[src/verilog/sbsc_map.svh]
// Timing counts and field positions for the bank command interpreter.
// Assumes a 200 MHz device clock; times are given in picoseconds.
`ifndef SBSC_MAP_SVH
`define SBSC_MAP_SVH

`define SBSC_CLK_PERIOD_PS        5000
// Precharge-to-idle time
`define SBSC_PRECHARGE_TIME_PS    30000
// Activate-to-column delay
`define SBSC_ACT_TO_COL_PS        30000
// Write-data-to-precharge time
`define SBSC_WR_TO_PRE_PS         10000
// Bank-to-bank activate spacing
`define SBSC_ACT_TO_ACT_PS        20000
// Least times round up to whole cycles
`define SBSC_CYC(ps) \
    (((ps) + `SBSC_CLK_PERIOD_PS - 1) / `SBSC_CLK_PERIOD_PS)
`define SBSC_PRECHARGE_CYC        `SBSC_CYC(`SBSC_PRECHARGE_TIME_PS)
`define SBSC_ACT_TO_COL_CYC       `SBSC_CYC(`SBSC_ACT_TO_COL_PS)
`define SBSC_WR_TO_PRE_CYC        `SBSC_CYC(`SBSC_WR_TO_PRE_PS)
`define SBSC_ACT_TO_ACT_CYC       `SBSC_CYC(`SBSC_ACT_TO_ACT_PS)
// Width of each bank's timer
`define SBSC_TIMER_W              4
// Address layout
`define SBSC_ADDR_W               10
`define SBSC_BANK_SELECT_BIT      9
`define SBSC_AUTO_PRECHARGE_BIT   8
// Reset state
`define SBSC_BURST_LEN_RESET      4'h4

`endif

[src/verilog/sbsc_pkg.sv]
// Types shared by the bank command interpreter and its bank tracker.
// Assumes the map header is on the include path.
`include "sbsc_map.svh"

package sbsc_pkg;

    // Decoded command set
    typedef enum logic [3:0] {
        deselect_cmd,
        nop_cmd,
        burst_stop_cmd,
        column_read_cmd,
        column_read_autoprecharge_cmd,
        column_write_cmd,
        column_write_autoprecharge_cmd,
        activate_cmd,
        precharge_cmd,
        precharge_all_cmd,
        refresh_cmd,
        mode_register_set_cmd
    } sbsc_cmd_type;

    // Per-bank state
    typedef enum logic [2:0] {
        bank_idle,
        bank_activating,
        bank_row_active,
        bank_writing,
        bank_write_autopre,
        bank_write_recovery,
        bank_autopre_recovery,
        bank_precharging
    } sbsc_bank_state_type;

    // Raw command pins, active low strobes
    typedef struct packed {
        logic                       chip_select_n;
        logic                       row_strobe_n;
        logic                       col_strobe_n;
        logic                       write_enable_n;
        logic [`SBSC_ADDR_W-1:0]    addr;
    } sbsc_pins_type;

    // Command routed to one bank
    typedef struct packed {
        sbsc_cmd_type cmd;
        logic         hit;
    } sbsc_bank_cmd_type;

    // Per-bank report
    typedef struct packed {
        sbsc_bank_state_type state;
        logic                illegal;
        logic                read_start;
        logic                write_start;
    } sbsc_bank_status_type;

endpackage

[src/verilog/sbsc_bank.sv]
// One bank's state and timer for the command interpreter.
// Assumes the caller has decoded the command and routed it by bank.
`timescale 1ns/1ps
`include "sbsc_map.svh"

module sbsc_bank (
    // Clock and reset
    input  wire logic                      ref_clk_in,
    input  wire logic                      rst_in,
    // Command for this bank
    input  wire sbsc_pkg::sbsc_bank_cmd_type cmd_in,
    input  wire logic                      burst_done_in,
    // Report
    output sbsc_pkg::sbsc_bank_status_type status_out
);
    import sbsc_pkg::*;

    sbsc_bank_state_type        state_q;
    sbsc_bank_state_type        state_d;
    logic [`SBSC_TIMER_W-1:0]   timer_q;
    logic [`SBSC_TIMER_W-1:0]   timer_d;
    logic                       illegal_q;
    logic                       illegal_d;
    logic                       rd_q;
    logic                       wr_q;
    logic                       timer_done;
    sbsc_cmd_type               c;

    assign c          = cmd_in.hit ? cmd_in.cmd : nop_cmd;
    assign timer_done = (timer_q <= `SBSC_TIMER_W'(1));

    // Next state; refused commands are flagged and otherwise ignored
    always_comb begin
        state_d   = state_q;
        timer_d   = (timer_q != '0) ? timer_q - 1'b1 : timer_q;
        illegal_d = 1'b0;
        unique case (state_q)
            bank_idle: begin
                if (c == activate_cmd) begin
                    state_d = bank_activating;
                    timer_d = `SBSC_TIMER_W'(`SBSC_ACT_TO_COL_CYC);
                end else if (c inside {column_read_cmd, column_write_cmd,
                        column_read_autoprecharge_cmd,
                        column_write_autoprecharge_cmd}) begin
                    illegal_d = 1'b1;
                end
            end
            bank_activating: begin
                // Strobes that are no-ops only wait out the delay
                if (timer_done) begin
                    state_d = bank_row_active;
                end
                if (!(c inside {deselect_cmd, nop_cmd, burst_stop_cmd})) begin
                    illegal_d = 1'b1;
                end
            end
            bank_row_active, bank_writing, bank_write_recovery: begin
                if (c == column_write_cmd) begin
                    state_d = bank_writing;
                end else if (c == column_write_autoprecharge_cmd) begin
                    state_d = bank_write_autopre;
                end else if (c inside {column_read_cmd,
                        column_read_autoprecharge_cmd}) begin
                    state_d = bank_row_active;
                end else if (c inside {precharge_cmd, precharge_all_cmd}
                        && state_q != bank_write_recovery) begin
                    state_d = bank_precharging;
                    timer_d = `SBSC_TIMER_W'(`SBSC_PRECHARGE_CYC);
                end else if (state_q == bank_writing) begin
                    if (c == burst_stop_cmd) begin
                        state_d = bank_row_active;
                    end else if (burst_done_in) begin
                        state_d = bank_write_recovery;
                        timer_d = `SBSC_TIMER_W'(`SBSC_WR_TO_PRE_CYC);
                    end
                end else if (state_q == bank_write_recovery) begin
                    if (c inside {activate_cmd, precharge_cmd,
                            precharge_all_cmd, refresh_cmd,
                            mode_register_set_cmd}) begin
                        illegal_d = 1'b1;
                    end
                    // Refused commands do not stretch the recovery time
                    if (timer_done) begin
                        state_d = bank_row_active;
                    end
                end else if (c inside {activate_cmd, refresh_cmd,
                        mode_register_set_cmd}) begin
                    illegal_d = 1'b1;
                end
            end
            bank_write_autopre: begin
                // Burst end comes from the data path; a refused command
                // beside it must not strand the bank in this state
                if (burst_done_in) begin
                    state_d = bank_autopre_recovery;
                    timer_d = `SBSC_TIMER_W'(`SBSC_WR_TO_PRE_CYC);
                end
                if (!(c inside {deselect_cmd, nop_cmd})) begin
                    illegal_d = 1'b1;
                end
            end
            bank_autopre_recovery: begin
                if (timer_done) begin
                    state_d = bank_precharging;
                    timer_d = `SBSC_TIMER_W'(`SBSC_PRECHARGE_CYC);
                end
                if (!(c inside {deselect_cmd, nop_cmd, burst_stop_cmd})) begin
                    illegal_d = 1'b1;
                end
            end
            bank_precharging: begin
                // Repeat precharge never reloads the timer
                if (timer_done) begin
                    state_d = bank_idle;
                end
                if (c inside {column_read_cmd, column_write_cmd,
                        column_read_autoprecharge_cmd,
                        column_write_autoprecharge_cmd, activate_cmd,
                        refresh_cmd, mode_register_set_cmd}) begin
                    illegal_d = 1'b1;
                end
            end
        endcase
    end

    // State and timer registers
    always_ff @(posedge ref_clk_in) begin
        if (rst_in) begin
            state_q   <= bank_idle;
            timer_q   <= '0;
            illegal_q <= 1'b0;
        end else begin
            state_q   <= state_d;
            timer_q   <= timer_d;
            illegal_q <= illegal_d;
        end
    end

    // Burst start pulses, registered
    always_ff @(posedge ref_clk_in) begin
        if (rst_in) begin
            rd_q <= 1'b0;
            wr_q <= 1'b0;
        end else begin
            rd_q <= !illegal_d && state_q != bank_idle
                    && c inside {column_read_cmd,
                                 column_read_autoprecharge_cmd};
            wr_q <= !illegal_d && state_q != bank_idle
                    && c inside {column_write_cmd,
                                 column_write_autoprecharge_cmd};
        end
    end

    assign status_out = '{state: state_q, illegal: illegal_q,
                          read_start: rd_q, write_start: wr_q};

endmodule

[src/verilog/sbsc_top.sv]
// Two-bank command interpreter of a synchronous DRAM.
// Assumes command pins are synchronous to ref_clk_in; no clock enable.
`timescale 1ns/1ps
`include "sbsc_map.svh"

module sbsc_top (
    // Clock and reset
    input  wire logic                         ref_clk_in,
    input  wire logic                         rst_in,
    // Command pins
    input  wire sbsc_pkg::sbsc_pins_type      pins_in,
    // Burst length counter end, per bank
    input  wire logic [1:0]                   burst_done_in,
    // Bank reports
    output sbsc_pkg::sbsc_bank_status_type    bank0_out,
    output sbsc_pkg::sbsc_bank_status_type    bank1_out,
    output logic                              spacing_error_out
);
    import sbsc_pkg::*;

    // Decode of the strobes, chip select first
    function automatic sbsc_cmd_type decode(input sbsc_pins_type p);
        logic ap;
        ap = p.addr[`SBSC_AUTO_PRECHARGE_BIT];
        if (p.chip_select_n) begin
            return deselect_cmd;
        end
        unique case ({p.row_strobe_n, p.col_strobe_n, p.write_enable_n})
            3'h7: return nop_cmd;
            3'h6: return burst_stop_cmd;
            3'h5: return ap ? column_read_autoprecharge_cmd
                            : column_read_cmd;
            3'h4: return ap ? column_write_autoprecharge_cmd
                            : column_write_cmd;
            3'h3: return activate_cmd;
            3'h2: return ap ? precharge_all_cmd : precharge_cmd;
            3'h1: return refresh_cmd;
            3'h0: return mode_register_set_cmd;
        endcase
    endfunction

    sbsc_cmd_type           cmd;
    logic                   bank_sel;
    logic                   all_banks;
    sbsc_bank_cmd_type      route [2];
    logic [`SBSC_TIMER_W-1:0] space_q;
    logic                   last_bank_q;
    logic                   spacing_error_q;

    // Pins are only looked at here, once per rising edge
    assign cmd       = decode(pins_in);
    assign bank_sel  = pins_in.addr[`SBSC_BANK_SELECT_BIT];
    // Chip-wide commands reach both banks
    assign all_banks = cmd inside {deselect_cmd, nop_cmd, burst_stop_cmd,
                                   precharge_all_cmd, refresh_cmd,
                                   mode_register_set_cmd};

    // Route bank-dependent commands by the select bit
    always_comb begin
        for (int b = 0; b < 2; b++) begin
            route[b].cmd = cmd;
            route[b].hit = all_banks || (bank_sel == 1'(b));
        end
    end

    // Bank trackers
    sbsc_bank u_bank0 (
        .ref_clk_in    (ref_clk_in),
        .rst_in        (rst_in),
        .cmd_in        (route[0]),
        .burst_done_in (burst_done_in[0]),
        .status_out    (bank0_out)
    );

    sbsc_bank u_bank1 (
        .ref_clk_in    (ref_clk_in),
        .rst_in        (rst_in),
        .cmd_in        (route[1]),
        .burst_done_in (burst_done_in[1]),
        .status_out    (bank1_out)
    );

    // Bank-to-bank activate spacing watch; flags, does not block
    always_ff @(posedge ref_clk_in) begin
        if (rst_in) begin
            space_q         <= '0;
            last_bank_q     <= 1'b0;
            spacing_error_q <= 1'b0;
        end else begin
            spacing_error_q <= 1'b0;
            if (space_q != '0) begin
                space_q <= space_q - 1'b1;
            end
            if (cmd == activate_cmd) begin
                space_q     <= `SBSC_TIMER_W'(`SBSC_ACT_TO_ACT_CYC - 1);
                last_bank_q <= bank_sel;
                spacing_error_q <= (space_q != '0)
                                   && (last_bank_q != bank_sel);
            end
        end
    end

    assign spacing_error_out = spacing_error_q;

endmodule
[config.mk]
export PLATFORM = sky130hd
export DESIGN_NAME = sbsc_top
export DESIGN_NICKNAME = d
export VERILOG_FILES = /design/src/verilog/sbsc_pkg.sv /design/src/verilog/sbsc_bank.sv /design/src/verilog/sbsc_top.sv
export VERILOG_INCLUDE_DIRS = /design/src /design/src/verilog
export SDC_FILE = /design/constraint.sdc
export NUM_CORES = 1
export LEC_CHECK = 0
export BUFFER_PORTS_ARGS = -buffer_cell sky130_fd_sc_hd__buf_2
export CAP_MARGIN = 5
export CORE_MARGIN = 2
export CORE_UTILIZATION = 65
export CTS_BUF_LIST = sky130_fd_sc_hd__clkbuf_4 sky130_fd_sc_hd__clkbuf_8
export DETAILED_ROUTE_END_ITERATION = 12
export GPL_ROUTABILITY_DRIVEN = 0
export GPL_TIMING_DRIVEN = 1
export PLACE_DENSITY = 0.88
export SLEW_MARGIN = 20
export SYNTH_ARGS = -nofsm -noshare
export SYNTH_HDL_FRONTEND = slang
export SYNTH_HIERARCHICAL = 1
export SYNTH_SLANG_ARGS = --single-unit
[constraint.sdc]
create_clock -name ref_clk_in -period 7.2 [get_ports ref_clk_in]
set_clock_uncertainty 0.2 [all_clocks]
set_input_delay 1.44 -clock ref_clk_in [delete_from_list [all_inputs] [get_ports ref_clk_in]]
set_output_delay 1.44 -clock ref_clk_in [all_outputs]
set_load 0.01 [all_outputs]
# Word level (Yosys, flattened, before mapping)
# Index checks and enable logic that the tools add are counted.
dict set report word_totals {
  register_bits 26
  out_inout_bits 13
  elab_cells 226
}
dict set report classes {
  addsub 3
  order_cmp 2
  n_eq_ne 64
  mux 89
  bitwise 2
  n_reduce_logical 52
}
# cell count
set op_table {}
lappend op_table {{$mux 4} 24}
lappend op_table {{$mux 3} 27}
lappend op_table {{$eq 4x4->1 const B} 11}
lappend op_table {{$eq 3x3->1 const B} 12}
lappend op_table {{$eq 4x3->1 const B} 9}
lappend op_table {{$pmux 3 s6} 2}
lappend op_table {{$pmux 4 s4} 2}
lappend op_table {{$pmux 4 s8} 1}
lappend op_table {{$mux 1} 28}
lappend op_table {{$eq 4x2->1 const B} 5}
lappend op_table {{$reduce_bool 4->1} 5}
lappend op_table {{$eq 3x2->1 const B} 6}
lappend op_table {{$reduce_bool 2->1} 9}
lappend op_table {{$reduce_bool 3->1} 6}
lappend op_table {{$ne 8x5->1 const B} 2}
lappend op_table {{$ne 7x1->1 const B} 2}
lappend op_table {{$reduce_bool 7->1} 2}
lappend op_table {{$eq 4x1->1 const B} 3}
lappend op_table {{$logic_not 4->1} 3}
lappend op_table {{$ne 2x1->1 const B} 6}
lappend op_table {{$reduce_and 6->1} 2}
lappend op_table {{$sub 4x1->4 const B} 3}
lappend op_table {{$pmux 1 s5} 2}
lappend op_table {{$reduce_bool 5->1} 2}
lappend op_table {{14 further kinds} 38}

# Logic depth before layout (Yosys ltp)
dict set report logic_depth {
  word_depth 20
  depth_mapped 11
}

# By module
# The synthesis kept the hierarchy.
# mod instances cells_per_inst area_each_um2
set by_module_without_submodules {}
lappend by_module_without_submodules {sbsc_bank 2 157 1093.5}
lappend by_module_without_submodules {sbsc_top 1 50 420.4}

# Worst setup path after synthesis
# No wires, ideal clock.
dict set report synth_timing {
  path_type {in2reg}
  from {input pins_in[12] (netlist bit)}
  to {register u_bank0.timer_q[0]}
  arrival_ps 3309
  setup_slack_ps 3577
  path_stages 11
  n_path_buf 2
  path_cell_list {buf_6 > or2b_2 > o21ai_0 > nand3_1 > nor2b_1 > buf_4 > a31o_2 > nor4b_2 > o22ai_1 > nand2b_1 > nor2_1}
}
# item line
set synth_rtl {}
lappend synth_rtl {{start, declared} sbsc_top.sv:11} ;# input wire sbsc_pkg::sbsc_pins_type pins_in,
lappend synth_rtl {{end signal, assigned} sbsc_bank.sv:134} ;# timer_q <= timer_d;
lappend synth_rtl {{end, declared} sbsc_bank.sv:20} ;# logic [`SBSC_TIMER_W-1:0] timer_q;

==> summary.md <==
| Metric | Value |
|---|---|
| Status | `finished clean` |
| Worst VDD drop | `roughly 180 µV` |
| Drt pass-1 iters | `8` |
| Hold Vio Cnt, Final | `0` |
| First-pass GRT wire length | `10,900 µm` |
| Vias per cell | `~6.8` |
| Relative slew margins | `a little under three fifths` |
| Worst Path Arrival | `around 3.8 ns` |
| Pwr dens | `~330 nW/µm²` |
| CTS tree | `yes` |
| Critical Path Max Stage Delay | `0.35 ns` |
| ANT nets after route | `0` |
| Hold WC Path Type | `reg -> reg` |
| Hold path cells | `1` |
| Nets | `approximately 400` |
| Port buffer count | `22` |
| Post-synth EDFFs | `0` |
| CTS sink count | `26` |
| Crit share post-route | `a little over half` |
| CP Class | `in -> reg` |
| Clock root buffer | `clkbuf_8` |
| Fmax | `~0.27 GHz` |
| Highest routed metal layer | `met4` |
| Distinct cells, synth | `60` |
| Net Count, Synth | `slightly below 400` |
| Ys flop type | `dfxtp_1` |
| Num CTS Buffers | `3` |
| Worst reg-to-reg path cell count | `6` |
| Met3 WL | `around 660 µm` |
| Most frequent cells in the layout | `nor2_1, a21oi_1, o21ai_0` |
| Initial DRC Count | `around 360` |
| Initial antenna violation count | `0` |
| Worst-path clk slew | `0.10 ns` |
| Sequential-to-total area share from yosys stat | `between 10% and 20%` |
| Yosys top cell area share | `20.0%` |
| Crit-path slowest cell | `nor2b_1` |
| Met1 Wirelength | `around 2700 µm` |
| Most common library cell in the layout ignoring fill and taps | `nor2_1` |
| Clk Latency, worst-skew pair | `between 0.2 and 0.3 ns` |
| Unrepaired setup endpoints after global routing | `no` |
| Count of final setup violators | `0` |
| Hold WS | `roughly 0.30 ns` |
| H-Tree Depth | `1` |
| Met2 routed WL | `~3000 µm` |
| Share of layout cells above drive strength 1 | `around 14%` |
| Fill cells | `around 340` |
| Overall routing resource usage | `a little under a third` |
| CTS Hold Buffers Added | `0` |
| Top post-synthesis cells by area | `dfxtp_1, a21oi_1, nor2_1` |
| Die Y | `roughly 67 µm` |
| Yosys warning total | `6` |
| Max-cap viol count | `0` |
| CP Launch Type | `input pin` |
| Post-CTS Resized | `0` |
| Core Area | `about 4000 µm²` |
| Syn_area_per_cell | `7.16 µm²` |
| Post-Syn Instances | `roughly 360` |
| Critical Path, Cell by Cell | `buf_2, or2b_2, o21ai_0, nand3_1, nor2b_1, o21ai_1, nor4b_2, o22ai_1, nand2b_1, nor2_1` |
| CP bufs+invs | `1` |
| Mapped cell area | `roughly 2600 µm²` |
| Post-CTS setup buffer count | `0` |
| Leak | `between 1 and 1.5 nW` |
| Die area | `4530 µm²` |
| Die X | `67.3 µm` |
| Io pins | `31` |
| Routed wire per std cell | `around 16 µm` |
| Grt total ovfl | `0` |
| Final WL | `roughly 6500 µm` |
| Ant diodes | `0` |
| Worst path top cell family by delay | `simple AND/OR/NAND/NOR gates` |
| Worst path required time | `7.18 ns` |
| Initial core utilization | `66.1%` |
| Vias in the first global route | `2,462` |
| Slew @ Worst Pin | `0.655 ns` |
| Synth area leader | `dfxtp_1` |
| Minimum clock period | `around 3.8 ns` |
| Clock Tree Buf Depth | `2` |
| Setup TNS | `0 ns` |
| Critical Path End Type | `flip-flop` |
| #FFs+latches synth | `26` |
| Largest net degree at the start of global routing | `29` |
| Post-synth ARST share | `0%` |
| CP max FO | `9` |
| Residual DRC count | `0` |
| Row cnt | `23` |
| CP Depth | `10` |
| Vias | `around 2,800` |
| Overall power | `approximately 0.00089 W` |
| Final Slew Violations | `0` |
| Area Overhead vs Synth | `3.12%` |
| HPWL Detailed | `between 4000 and 5000 µm` |
==> where the power goes <==
group,internal (W),switching [W],leakage (nW)
clock network,0.0000745,0.0000511,0.0357
registers,0.000184,0.0000680,0.213
logic,0.000215,0.000294,0.784
==> final timing paths <==
check                     startpoint                 end  slack [ns]
setup reg to reg  u_bank1/state_q[1]        u_bank1/wr_q        4.88
hold reg to reg          last_bank_q         last_bank_q        0.30
hold / removal           last_bank_q         last_bank_q        0.30
setup / recovery         pins_in[11]  u_bank1/timer_q[0]        3.43
==> through the flow <==
stage	setup WS [ns]	utilization (%)	cell area, µm²	instances
detailed placement	3.17	66.4	2620	408
global placement	3.21	66.4	2620	408
global route	3.21	68.2	2690	412
floorplan	3.58	-	2610	364
CTS	3.47	68.2	2690	412
finish	3.43	68.2	2690	412
==> logic make-up (layout without fill, tap and decap cells) <==
family | count (synthesis) | after routing | synth area share [%]
buffers and inverters | 51 | 49 | 10.2
DFF | 26 | 26 | 20.0
and+or+nand+nor | 133 | 133 | 27.9
muxes | 2 | 2 | 0.816
xor gates and xnor gates | 8 | 8 | 2.69
adders and majority gates | 8 | 8 | 3.84
AOI/OAI and AO/OA | 136 | 136 | 34.5
==> per-layer routing <==
metal	GRT usage, %	vias to the layer above
li1	-	1309
met1	39.6	1254
met2	48.1	187
met3	6.50	32
met4	13.0	0
met5	0	-
==> area by class of cell <==
type / count / area (µm²) / share of cell area (%)
inverters: 20 / 75.1 / 2.79
flip-flops and latches: 26 / 520 / 19.4
multi-input cells: 287 / 1830 / 67.9
repair buffers: 25 / 133 / 4.93
clock inverters: 1 / 30.0 / 1.12
clock buffers: 3 / 41.3 / 1.54
well taps: 50 / 62.6 / 2.33
==> cells in the mapped netlist, types with 3 or more instances <==
cell,n
nand3b_1,6
a32oi_1,8
and2_1,3
o211ai_1,3
nor2_1,40
nor2b_1,12
buf_2,12
ha_1,8
or3_1,6
nand2_1,15
o21ai_0,27
a31oi_1,8
buf_6,3
nand2b_1,16
o22ai_1,6
a211oi_1,4
o21a_1,4
nor3_1,5
o31ai_1,4
a21oi_1,37
xnor2_1,6
o2bb2ai_1,3
o21ai_1,5
clkbuf_1,4
dfxtp_1,26
buf_4,10
nand3_1,10
inv_1,20
==> sequential cells by signal (all words and copies together) (netlist names), 3 cells and up <==
register and cells:
space_q 4, u_bank0/state_q 3, u_bank0/timer_q 4, u_bank1/state_q 3, u_bank1/timer_q 4
Note: power is estimated with default switching activity, not from simulation.
